--- config.mk ---
export PLATFORM = sky130hd
export DESIGN_NAME = ebsc_bank_switch
export DESIGN_NICKNAME = d
export VERILOG_FILES = /design/src/ebsc_pkg.sv /design/src/ebsc_bank_switch.sv
export SDC_FILE = /design/constraint.sdc
export NUM_CORES = 1
export LEC_CHECK = 0
export ABC_CLOCK_PERIOD_IN_PS = 2900
export BUFFER_PORTS_ARGS = -buffer_cell sky130_fd_sc_hd__buf_4
export CAP_MARGIN = 20
export CORE_ASPECT_RATIO = 1.2
export CORE_UTILIZATION = 40
export CTS_BUF_LIST = sky130_fd_sc_hd__clkbuf_8
export DETAILED_ROUTE_END_ITERATION = 8
export PLACE_DENSITY = 0.76
export SYNTH_ARGS = -nofsm -noshare
export SYNTH_HDL_FRONTEND = slang
export SYNTH_SLANG_ARGS = --single-unit
--- constraint.sdc ---
create_clock -name sys_clk_i -period 2.9 [get_ports sys_clk_i]
set_input_delay 0.145 -clock sys_clk_i [delete_from_list [all_inputs] [get_ports sys_clk_i]]
set_output_delay 0.145 -clock sys_clk_i [all_outputs]
set_load 0.03 [all_outputs]
--- src/ebsc_pkg.sv ---
/*
 * Constants, field layout and sequencer states of the external bank
 * switch control block.
 * Assumes one 20 MHz processor clock and an AHB-Lite register port.
 */
package ebsc_pkg;
    // ************************************************************
    // Register map
    // ************************************************************
    localparam logic [7:0]  BANK_SWITCH_CONTROL_INDEX     = 8'h29;
    localparam logic [31:0] BANK_SWITCH_CONTROL_BYTE_ADDR = {22'h0, BANK_SWITCH_CONTROL_INDEX, 2'h0};
    localparam logic [15:0] RSVD_READ      = 16'h0000;
    localparam logic [31:0] UNMAPPED_READ  = 32'h0000_0000;

    // ************************************************************
    // Field positions and reset values
    // ************************************************************
    localparam int CONSECUTIVE_SWITCH_MODE_BIT  = 15;
    localparam int DIV_LSB     = 13;
    localparam int DIV_MSB     = 14;
    localparam int ACKOFF_BIT  = 12;
    localparam int HKEEP_BIT   = 2;
    localparam int DKEEP_BIT   = 1;
    localparam logic       CONSECUTIVE_SWITCH_MODE_RST = 1'h1;
    localparam logic [1:0] DIV_RST    = 2'h3;
    localparam logic       ACKOFF_RST = 1'h1;
    localparam logic       HKEEP_RST  = 1'h0;
    localparam logic       DKEEP_RST  = 1'h0;

    // ************************************************************
    // Bus and sequencer
    // ************************************************************
    localparam int        BANK_LSB    = 15;  // 32K-word banks
    localparam logic [1:0] HTRANS_NSEQ = 2'h2;
    localparam logic       HRESP_OKAY  = 1'h0;

    typedef enum logic [2:0] {
        EBSC_IDLE   = 3'h0,
        EBSC_GAP    = 3'h1,
        EBSC_START  = 3'h3,
        EBSC_STROBE = 3'h2,
        EBSC_TRAIL  = 3'h6
    } ebsc_phase_e;
endpackage : ebsc_pkg

--- src/ebsc_bank_switch.sv ---
/*
 * Bank switch sequencer, clock-out divider, keeper control and the
 * bank switch control register behind an AHB-Lite slave.
 * Assumes the CPU holds acc_req_i until acc_done_o, and that the
 * wide host port select pin is a static board strap.
 */
// The AHB-Lite interface to the registers is this design's own decision.
`timescale 1ns/1ps
module ebsc_bank_switch #(
    parameter int ADDR_W = 23
) (
    input  wire logic                sys_clk_i,
    input  wire logic                arst_n_i,
    input  wire logic                hsel_i,
    input  wire logic [31:0]         haddr_i,
    input  wire logic [1:0]          htrans_i,
    input  wire logic                hwrite_i,
    input  wire logic [2:0]          hsize_i,
    input  wire logic [31:0]         hwdata_i,
    input  wire logic                hready_i,
    output logic                     hreadyout_o,
    output logic                     hresp_o,
    output logic [31:0]              hrdata_o,
    input  wire logic                acc_req_i,
    input  wire logic                acc_prog_i,
    input  wire logic                acc_write_i,
    input  wire logic [ADDR_W-1:0]   acc_addr_i,
    output logic                     acc_done_o,
    output logic [ADDR_W-1:0]        mem_addr_o,
    output logic                     mem_prog_o,
    output logic                     mem_write_o,
    output logic                     memory_strobe_n_o,
    output logic                     divided_clock_output_o,
    input  wire logic                interrupt_acknowledge_out_n_i,
    output logic                     interrupt_acknowledge_out_n_o,
    input  wire logic                wide_host_port_select_i,
    output logic                     data_bus_keeper_o,
    output logic                     addr_bus_keeper_o,
    output logic                     host_data_keeper_o
);
    import ebsc_pkg::*;

    localparam int TAG_W = ADDR_W - BANK_LSB;

    initial begin
        if (ADDR_W <= BANK_LSB || ADDR_W > 32) begin
            $error("ADDR_W must exceed the bank bit and fit 32 bits");
        end
    end

    // ************************************************************
    // State
    // ************************************************************
    typedef struct packed {
        logic              consecutive_switch_mode;
        logic [1:0]        div;
        logic              ackoff;
        logic              hkeep;
        logic              dkeep;
        logic              wr_pend;
        logic              wr_hit;
        logic [31:0]       rdata;
        logic [1:0]        wide_sync;
        logic [1:0]        div_cnt;
        logic              clk_hi;
        ebsc_phase_e       phase;
        logic [TAG_W-1:0]  tag_bank;
        logic              tag_prog;
        logic [ADDR_W-1:0] addr;
        logic              prog;
        logic              write;
        logic              strobe_n;
        logic              done;
    } ebsc_state_s;

    ebsc_state_s st_reg;
    ebsc_state_s st_next;

    // Register view; reserved bits are constant zero
    function automatic logic [15:0] ebsc_view(input ebsc_state_s s);
        logic [15:0] v;
        v = RSVD_READ;
        v[CONSECUTIVE_SWITCH_MODE_BIT] = s.consecutive_switch_mode;
        v[DIV_MSB:DIV_LSB] = s.div;
        v[ACKOFF_BIT] = s.ackoff;
        v[HKEEP_BIT] = s.hkeep;
        v[DKEEP_BIT] = s.dkeep;
        return v;
    endfunction : ebsc_view

    logic             tick;
    logic             accept;
    logic             take;
    logic             change;
    logic [TAG_W-1:0] req_bank;

    assign req_bank = acc_addr_i[ADDR_W-1:BANK_LSB];
    // Bank or space change against the last access
    assign change = (req_bank != st_reg.tag_bank)
                  || (acc_prog_i != st_reg.tag_prog);
    // End of one clock-out period; >= recovers from a divide change
    assign tick = (st_reg.div_cnt >= st_reg.div);
    assign accept = hsel_i && hready_i && (htrans_i == HTRANS_NSEQ);
    // done blocks a second take of a request that is still dropping
    assign take = tick && (st_reg.phase == EBSC_IDLE) && acc_req_i
                  && !st_reg.done;

    // ************************************************************
    // Next state
    // ************************************************************
    always_comb begin
        st_next = st_reg;
        st_next.done = 1'b0;
        st_next.wide_sync = {st_reg.wide_sync[0], wide_host_port_select_i};

        // Register write in its data phase
        if (st_reg.wr_pend && st_reg.wr_hit) begin
            st_next.consecutive_switch_mode = hwdata_i[CONSECUTIVE_SWITCH_MODE_BIT];
            st_next.div    = hwdata_i[DIV_MSB:DIV_LSB];
            st_next.ackoff = hwdata_i[ACKOFF_BIT];
            st_next.hkeep  = hwdata_i[HKEEP_BIT];
            st_next.dkeep  = hwdata_i[DKEEP_BIT];
        end
        st_next.wr_pend = accept && hwrite_i;
        st_next.wr_hit  = haddr_i == BANK_SWITCH_CONTROL_BYTE_ADDR;
        // Read data sampled after any write in flight lands
        if (accept && !hwrite_i) begin
            st_next.rdata = (haddr_i == BANK_SWITCH_CONTROL_BYTE_ADDR)
                          ? {16'h0000, ebsc_view(st_next)}
                          : UNMAPPED_READ;
        end

        // Clock-out divider: high in the first half of the period, rounded up for divide by three
        st_next.div_cnt = tick ? 2'h0 : st_reg.div_cnt + 2'h1;
        st_next.clk_hi  = st_next.div_cnt <= {1'b0, st_reg.div[1]};

        // Sequencer steps once per clock-out period
        if (tick) begin
            unique case (st_reg.phase)
                EBSC_IDLE: begin
                    if (take) begin
                        st_next.addr  = acc_addr_i;
                        st_next.prog  = acc_prog_i;
                        st_next.write = acc_write_i;
                        st_next.tag_bank = req_bank;
                        st_next.tag_prog = acc_prog_i;
                        if (acc_write_i) begin
                            st_next.phase = EBSC_STROBE;
                        end else if (st_reg.consecutive_switch_mode) begin
                            st_next.phase = EBSC_START;
                        end else if (change) begin
                            st_next.phase = EBSC_GAP;
                        end else begin
                            st_next.phase = EBSC_STROBE;
                        end
                    end
                end
                EBSC_GAP: begin
                    st_next.phase = EBSC_STROBE;
                end
                EBSC_START: begin
                    st_next.phase = EBSC_STROBE;
                end
                EBSC_STROBE: begin
                    if (st_reg.consecutive_switch_mode && !st_reg.write) begin
                        st_next.phase = EBSC_TRAIL;
                    end else begin
                        st_next.phase = EBSC_IDLE;
                        st_next.done  = 1'b1;
                    end
                end
                EBSC_TRAIL: begin
                    st_next.phase = EBSC_IDLE;
                    st_next.done  = 1'b1;
                end
                default: begin
                    st_next.phase = EBSC_IDLE;
                end
            endcase
        end
        // Strobe only in the access cycle itself
        st_next.strobe_n = st_next.phase != EBSC_STROBE;
    end

    // ************************************************************
    // State register
    // ************************************************************
    always_ff @(posedge sys_clk_i or negedge arst_n_i) begin
        if (!arst_n_i) begin
            st_reg <= '{consecutive_switch_mode: CONSECUTIVE_SWITCH_MODE_RST, div: DIV_RST,
                        ackoff: ACKOFF_RST, hkeep: HKEEP_RST,
                        dkeep: DKEEP_RST, phase: EBSC_IDLE,
                        strobe_n: 1'b1, clk_hi: 1'b1, default: '0};
        end else begin
            st_reg <= st_next;
        end
    end

    // ************************************************************
    // Outputs
    // ************************************************************
    // Slave never stalls and never errors
    assign hreadyout_o = 1'b1;
    assign hresp_o     = HRESP_OKAY;
    assign hrdata_o    = st_reg.rdata;
    assign acc_done_o  = st_reg.done;
    assign mem_addr_o  = st_reg.addr;
    assign mem_prog_o  = st_reg.prog;
    assign mem_write_o = st_reg.write;
    assign memory_strobe_n_o = st_reg.strobe_n;
    // Divide by one passes the clock itself; a flop cannot reach that
    // rate, so a code change can shorten one clock-out pulse
    assign divided_clock_output_o = (st_reg.div == 2'h0) ? sys_clk_i
                                                         : st_reg.clk_hi;
    // Off function holds the acknowledge output inactive
    assign interrupt_acknowledge_out_n_o = interrupt_acknowledge_out_n_i
                                         | st_reg.ackoff;
    // Keeper selection by strap and keeper bits
    assign data_bus_keeper_o  = st_reg.dkeep;
    assign host_data_keeper_o = st_reg.hkeep
                              | st_reg.wide_sync[1];
    assign addr_bus_keeper_o  = st_reg.wide_sync[1] && st_reg.dkeep
                              && st_reg.hkeep;
endmodule : ebsc_bank_switch

After elaboration in Yosys (flattened, before gate mapping). Cells that the tools add are included.

Add/sub/neg operators: 1. Reduce and logical (&&, ||, !) cells: 19. Equal/unequal tests: 9. Muxes and demuxes: 15. Magnitude comparators: 2. Shifts and indexed selects: 0. Bitwise gates (word level): 2. Multipliers: 0. Div/mod/pow operators: 0.

Operators with widths (number): 2-to-1 mux 37 bit (2); 2-to-1 mux 34 bit (1); equality test 32 x 8 -> 1 bit, second input constant (1); 2-to-1 mux 16 bit (1); logical AND 1 bit (11); 2-to-1 mux 3 bit (3); one-hot mux 3 bit (3 select lines) (1); != test 8 bit (1); equality test 3 x 2 -> 1 bit, second input constant (2); 2-to-1 mux 6 bit (1); 2-to-1 mux 2 bit (2); equality test 3 x 1 -> 1 bit, second input constant (1); equality test 3 bit, second input constant (1); logical NOT 1 bit (3); logical NOT 3 bit (1); 2-to-1 mux 1 bit (3); != test 3 x 2 -> 1 bit, second input constant (1); AND reduction 3 bit (1); adder 2 x 1 -> 2 bit, second input constant (1); equality test 2 bit, second input constant (1); greater-or-equal comparator 2 bit (1); less-or-equal comparator 2 x 1 -> 1 bit (1); logical NOT 2 bit (1); OR 1 bit (2); other kinds (4) (4).

Register bits: 83. Bits in writable memories: 0. Logic and storage cells: 66. Bits in read-only memories: 0. Memories kept: 0. Latch bits: 0.

Depth between registers and ports, before layout.
Word-level depth: 9. Depth in mapped cells: 8. Gate-level depth less buffers: 8.

==> run_results.csv <==
group,metric,value,unit
timing,finalMaxSlewViolations,0,
cells_and_area,fill_cells,550,
timing,slew_headroom,0.512,
synthesis,synthMuxAreaShare,0.161,
global_routing,grt_pass1_wl,9850,um
synthesis,synth.distinct_cells,39,
setup_path,cp_data_required_time,3.20,ns
synthesis,async_flop_share,1.00,
drt,drtIter0Drc,60,
synthesis,synth_area_leaders,"dfrtp_1, buf_4, mux2_4",
power,p_total,3.32,mW
cells_and_area,area_growth,39.2,%
clocking,clk_pin_slew_worst_paths,0.09,ns
power,peakVddDrop,0.467,mV
timing,setup-violations-final,0,
setup_path,startpoint_type,"flip-flop",
timing,hold_ws,0.0483,ns
synthesis,synth_xor_area_frac,0.0323,
setup_path,worstPathCellList,"inv_1, ha_1, nor3b_1, nor4_4, buf_4, mux2_4",
cells_and_area,post-route-util,0.582,
placement,place.detailed.hpwl,4180,um
synthesis,synth_commonest_cells,"buf_4, dfrtp_1, mux2_4",
drt,postRouteWirelength,6060,um
global_routing,antenna_found_initial,0,
floorplan,die-area,7110,sq um
drt,viasPerCell,4.65,
global_routing,overflow,0,
synthesis,synth.top_cell.area_share,0.397,
power,power.switching,1.31,mW
global_routing,grt_pass1_vias,2148,
timing,clock_skew,0.00536,ns
global_routing,grt_usage,0.182,
status,outcome,"finished clean",
synthesis,synth_area_leader_cell,"dfrtp_1",
setup_path,cp_max_fo,15,
cells_and_area,num_antenna_cells,0,
synthesis,synth-simple-area-share,0.125,
timing,rsz0062_at_grt,"no",
power,p_clk_frac,0.171,
floorplan,fp.dieH,92.2,um
floorplan,ioPinCount,168,
synthesis,ys_seq_elements,49,
timing,fmaxAchievable,445,MHz
timing,period_share,0.775,
synthesis,yosysWarnings,0,
synthesis,synth_edf_count,0,
setup_path,crit_path_end_kind,"flip-flop",
synthesis,synthCells,233,
synthesis,ys_seq_area_frac,0.455,
setup_path,path_buf_inv,2,
synthesis,synth_fa_ha_area_frac,0.0139,
drt,via_count,2045,
cells_and_area,final_layout_size_suffix_gt1_frac,0.479,
clocking,tritoncts,"yes",
drt,wl_per_cell,13.8,um
placement,globalplace.congestion,0.790,
synthesis,synth_ff_type,"dfrtp_1",
job,maxCapViolations,0,
power,p_per_area,880,nW/um^2
placement,portBuffers,110,
power,p_comb_frac,0.497,
drt,drc,0,
cells_and_area,final_nets,459,
drt,drtPass1Iterations,4,
floorplan,core.rowCount,32,
synthesis,synth_top_family_by_area,"buffers and inverters",
timing,finalCriticalPeriod,2.25,ns
global_routing,grt_max_degree,50,
clocking,cts_resized,0,
power,intPower,2.02,mW
drt,ant_nets,0,
cells_and_area,largest_reg_flops,22,
synthesis,postSynthAreaPerCell,11.6,sq um
timing,worstMarginPinSlew,0.730,ns
power,netSwitchingFraction,0.393,
clocking,worstSkewPairLatency,0.41,ns
setup_path,critPathMaxStageDelay,0.61,ns
synthesis,synthesis.area,2710,sq um
synthesis,synth_compound_area_frac,0.0328,
hold_path,hold_class,"in2reg",
timing,finalSetupTns,0,ns
power,p_leak,1.86,nW
floorplan,initial_core_util,0.418,
floorplan,die_w,77.1,um
timing,hold_viol,0,
setup_path,critical_path_arrival,2.54,ns
synthesis,synth.most_common_cell,"buf_4",
setup_path,critPathTopFamily,"simple AND/OR/NAND/NOR gates",
clocking,postCtsSetupBuffers,0,
setup_path,path_class,"reg2reg",
floorplan,core_area,6490,sq um
power,power_frac_seq,0.332,
setup_path,crit_path_top_delay_cell,"nor3b_1",
clocking,hold_buffers,33,
## cell families (layout without fill, tap and decap cells)
group / count (synthesis) / count (layout)
and+or+nand+nor: 56 / 56
other: 2 / 28
DFF: 49 / 49
adders and majority gates: 3 / 3
AOI/OAI and AO/OA: 14 / 14
buffers and inverters: 67 / 163
muxes: 32 / 32
xor gates and xnor gates: 10 / 10
## through the flow
| step | cell area [sq um] | cells | setup slack, ns |
|---|---|---|---|
| detailed placement | 3300 | 396 | 0.684 |
| floorplan | 2810 | 259 | 0.848 |
| CTS | 3770 | 440 | 0.648 |
| global placement | 3300 | 396 | 0.733 |
| finish | 3770 | 440 | 0.653 |
| global route | 3770 | 440 | 0.555 |
## power groups by stage
stage / registers, mW / logic, mW / clock network [mW]
final: 1.10 / 1.65 / 0.568
after global routing: 1.14 / 1.74 / 0.621
after CTS: 1.10 / 1.64 / 0.588
after detailed placement: 1.11 / 1.60 / 0.0422
after global placement: 1.09 / 1.57 / 0.0422
after floorplan: 1.12 / 1.33 / 0.0295
## metal layers
metal | global-route usage | vias to the layer above | part of all wire | wire length (um)
met1 | 0.182 | 974 | 0.36 | 2170
met3 | 0.0478 | 14 | 0.073 | 445
met5 | 0 | - | 0 | 0
met2 | 0.338 | 118 | 0.54 | 3280
li1 | - | 939 | - | -
met4 | 0.0975 | 0 | 0.027 | 165
## final timing paths
check	from	end	slack [ns]	cells after the start
max	st_reg[82]	mem_addr_o[8]	0.65	6
min	hready_i	st_reg[77]	0.05	2
max reg2reg	st_reg[82]	mem_addr_o[8]	0.65	6
min reg2reg	st_next[43]	st_reg[43]	0.36	0
max in group asynchronous	arst_n_i	st_reg[77]	2.20	2
min in group asynchronous	arst_n_i	st_reg[34]	0.30	2
## layout make-up
type	instances	area (sq um)	area share
Inverter	6	22.5	0.00597
Sequential cell	49	1230	0.327
Multi-Input combinational cell	143	1090	0.290
Timing Repair Buffer	145	1170	0.310
Tap cell	85	106	0.0282
Clock buffer	10	131	0.0348
Clock inverter	2	13.8	0.00365
## placed cells by master, fill, tap and decap left out, types with 3 or more instances in the layout
master	Yosys	layout
nor2_1	6	6
mux2_2	12	12
or2_2	3	3
dfrtp_1	43	43
xor2_1	10	10
clkbuf_8	0	9
inv_1	6	6
conb_1	2	28
buf_4	57	113
dlygate4sd3_1	0	33
dfstp_2	6	6
nor4_1	7	7
nand2_1	13	13
ha_1	3	3
nor3_1	3	3
nand4_1	3	3
mux2_4	20	20
nand2b_1	7	7
o21ai_0	8	8
Power figures use the tool's default switching activity.
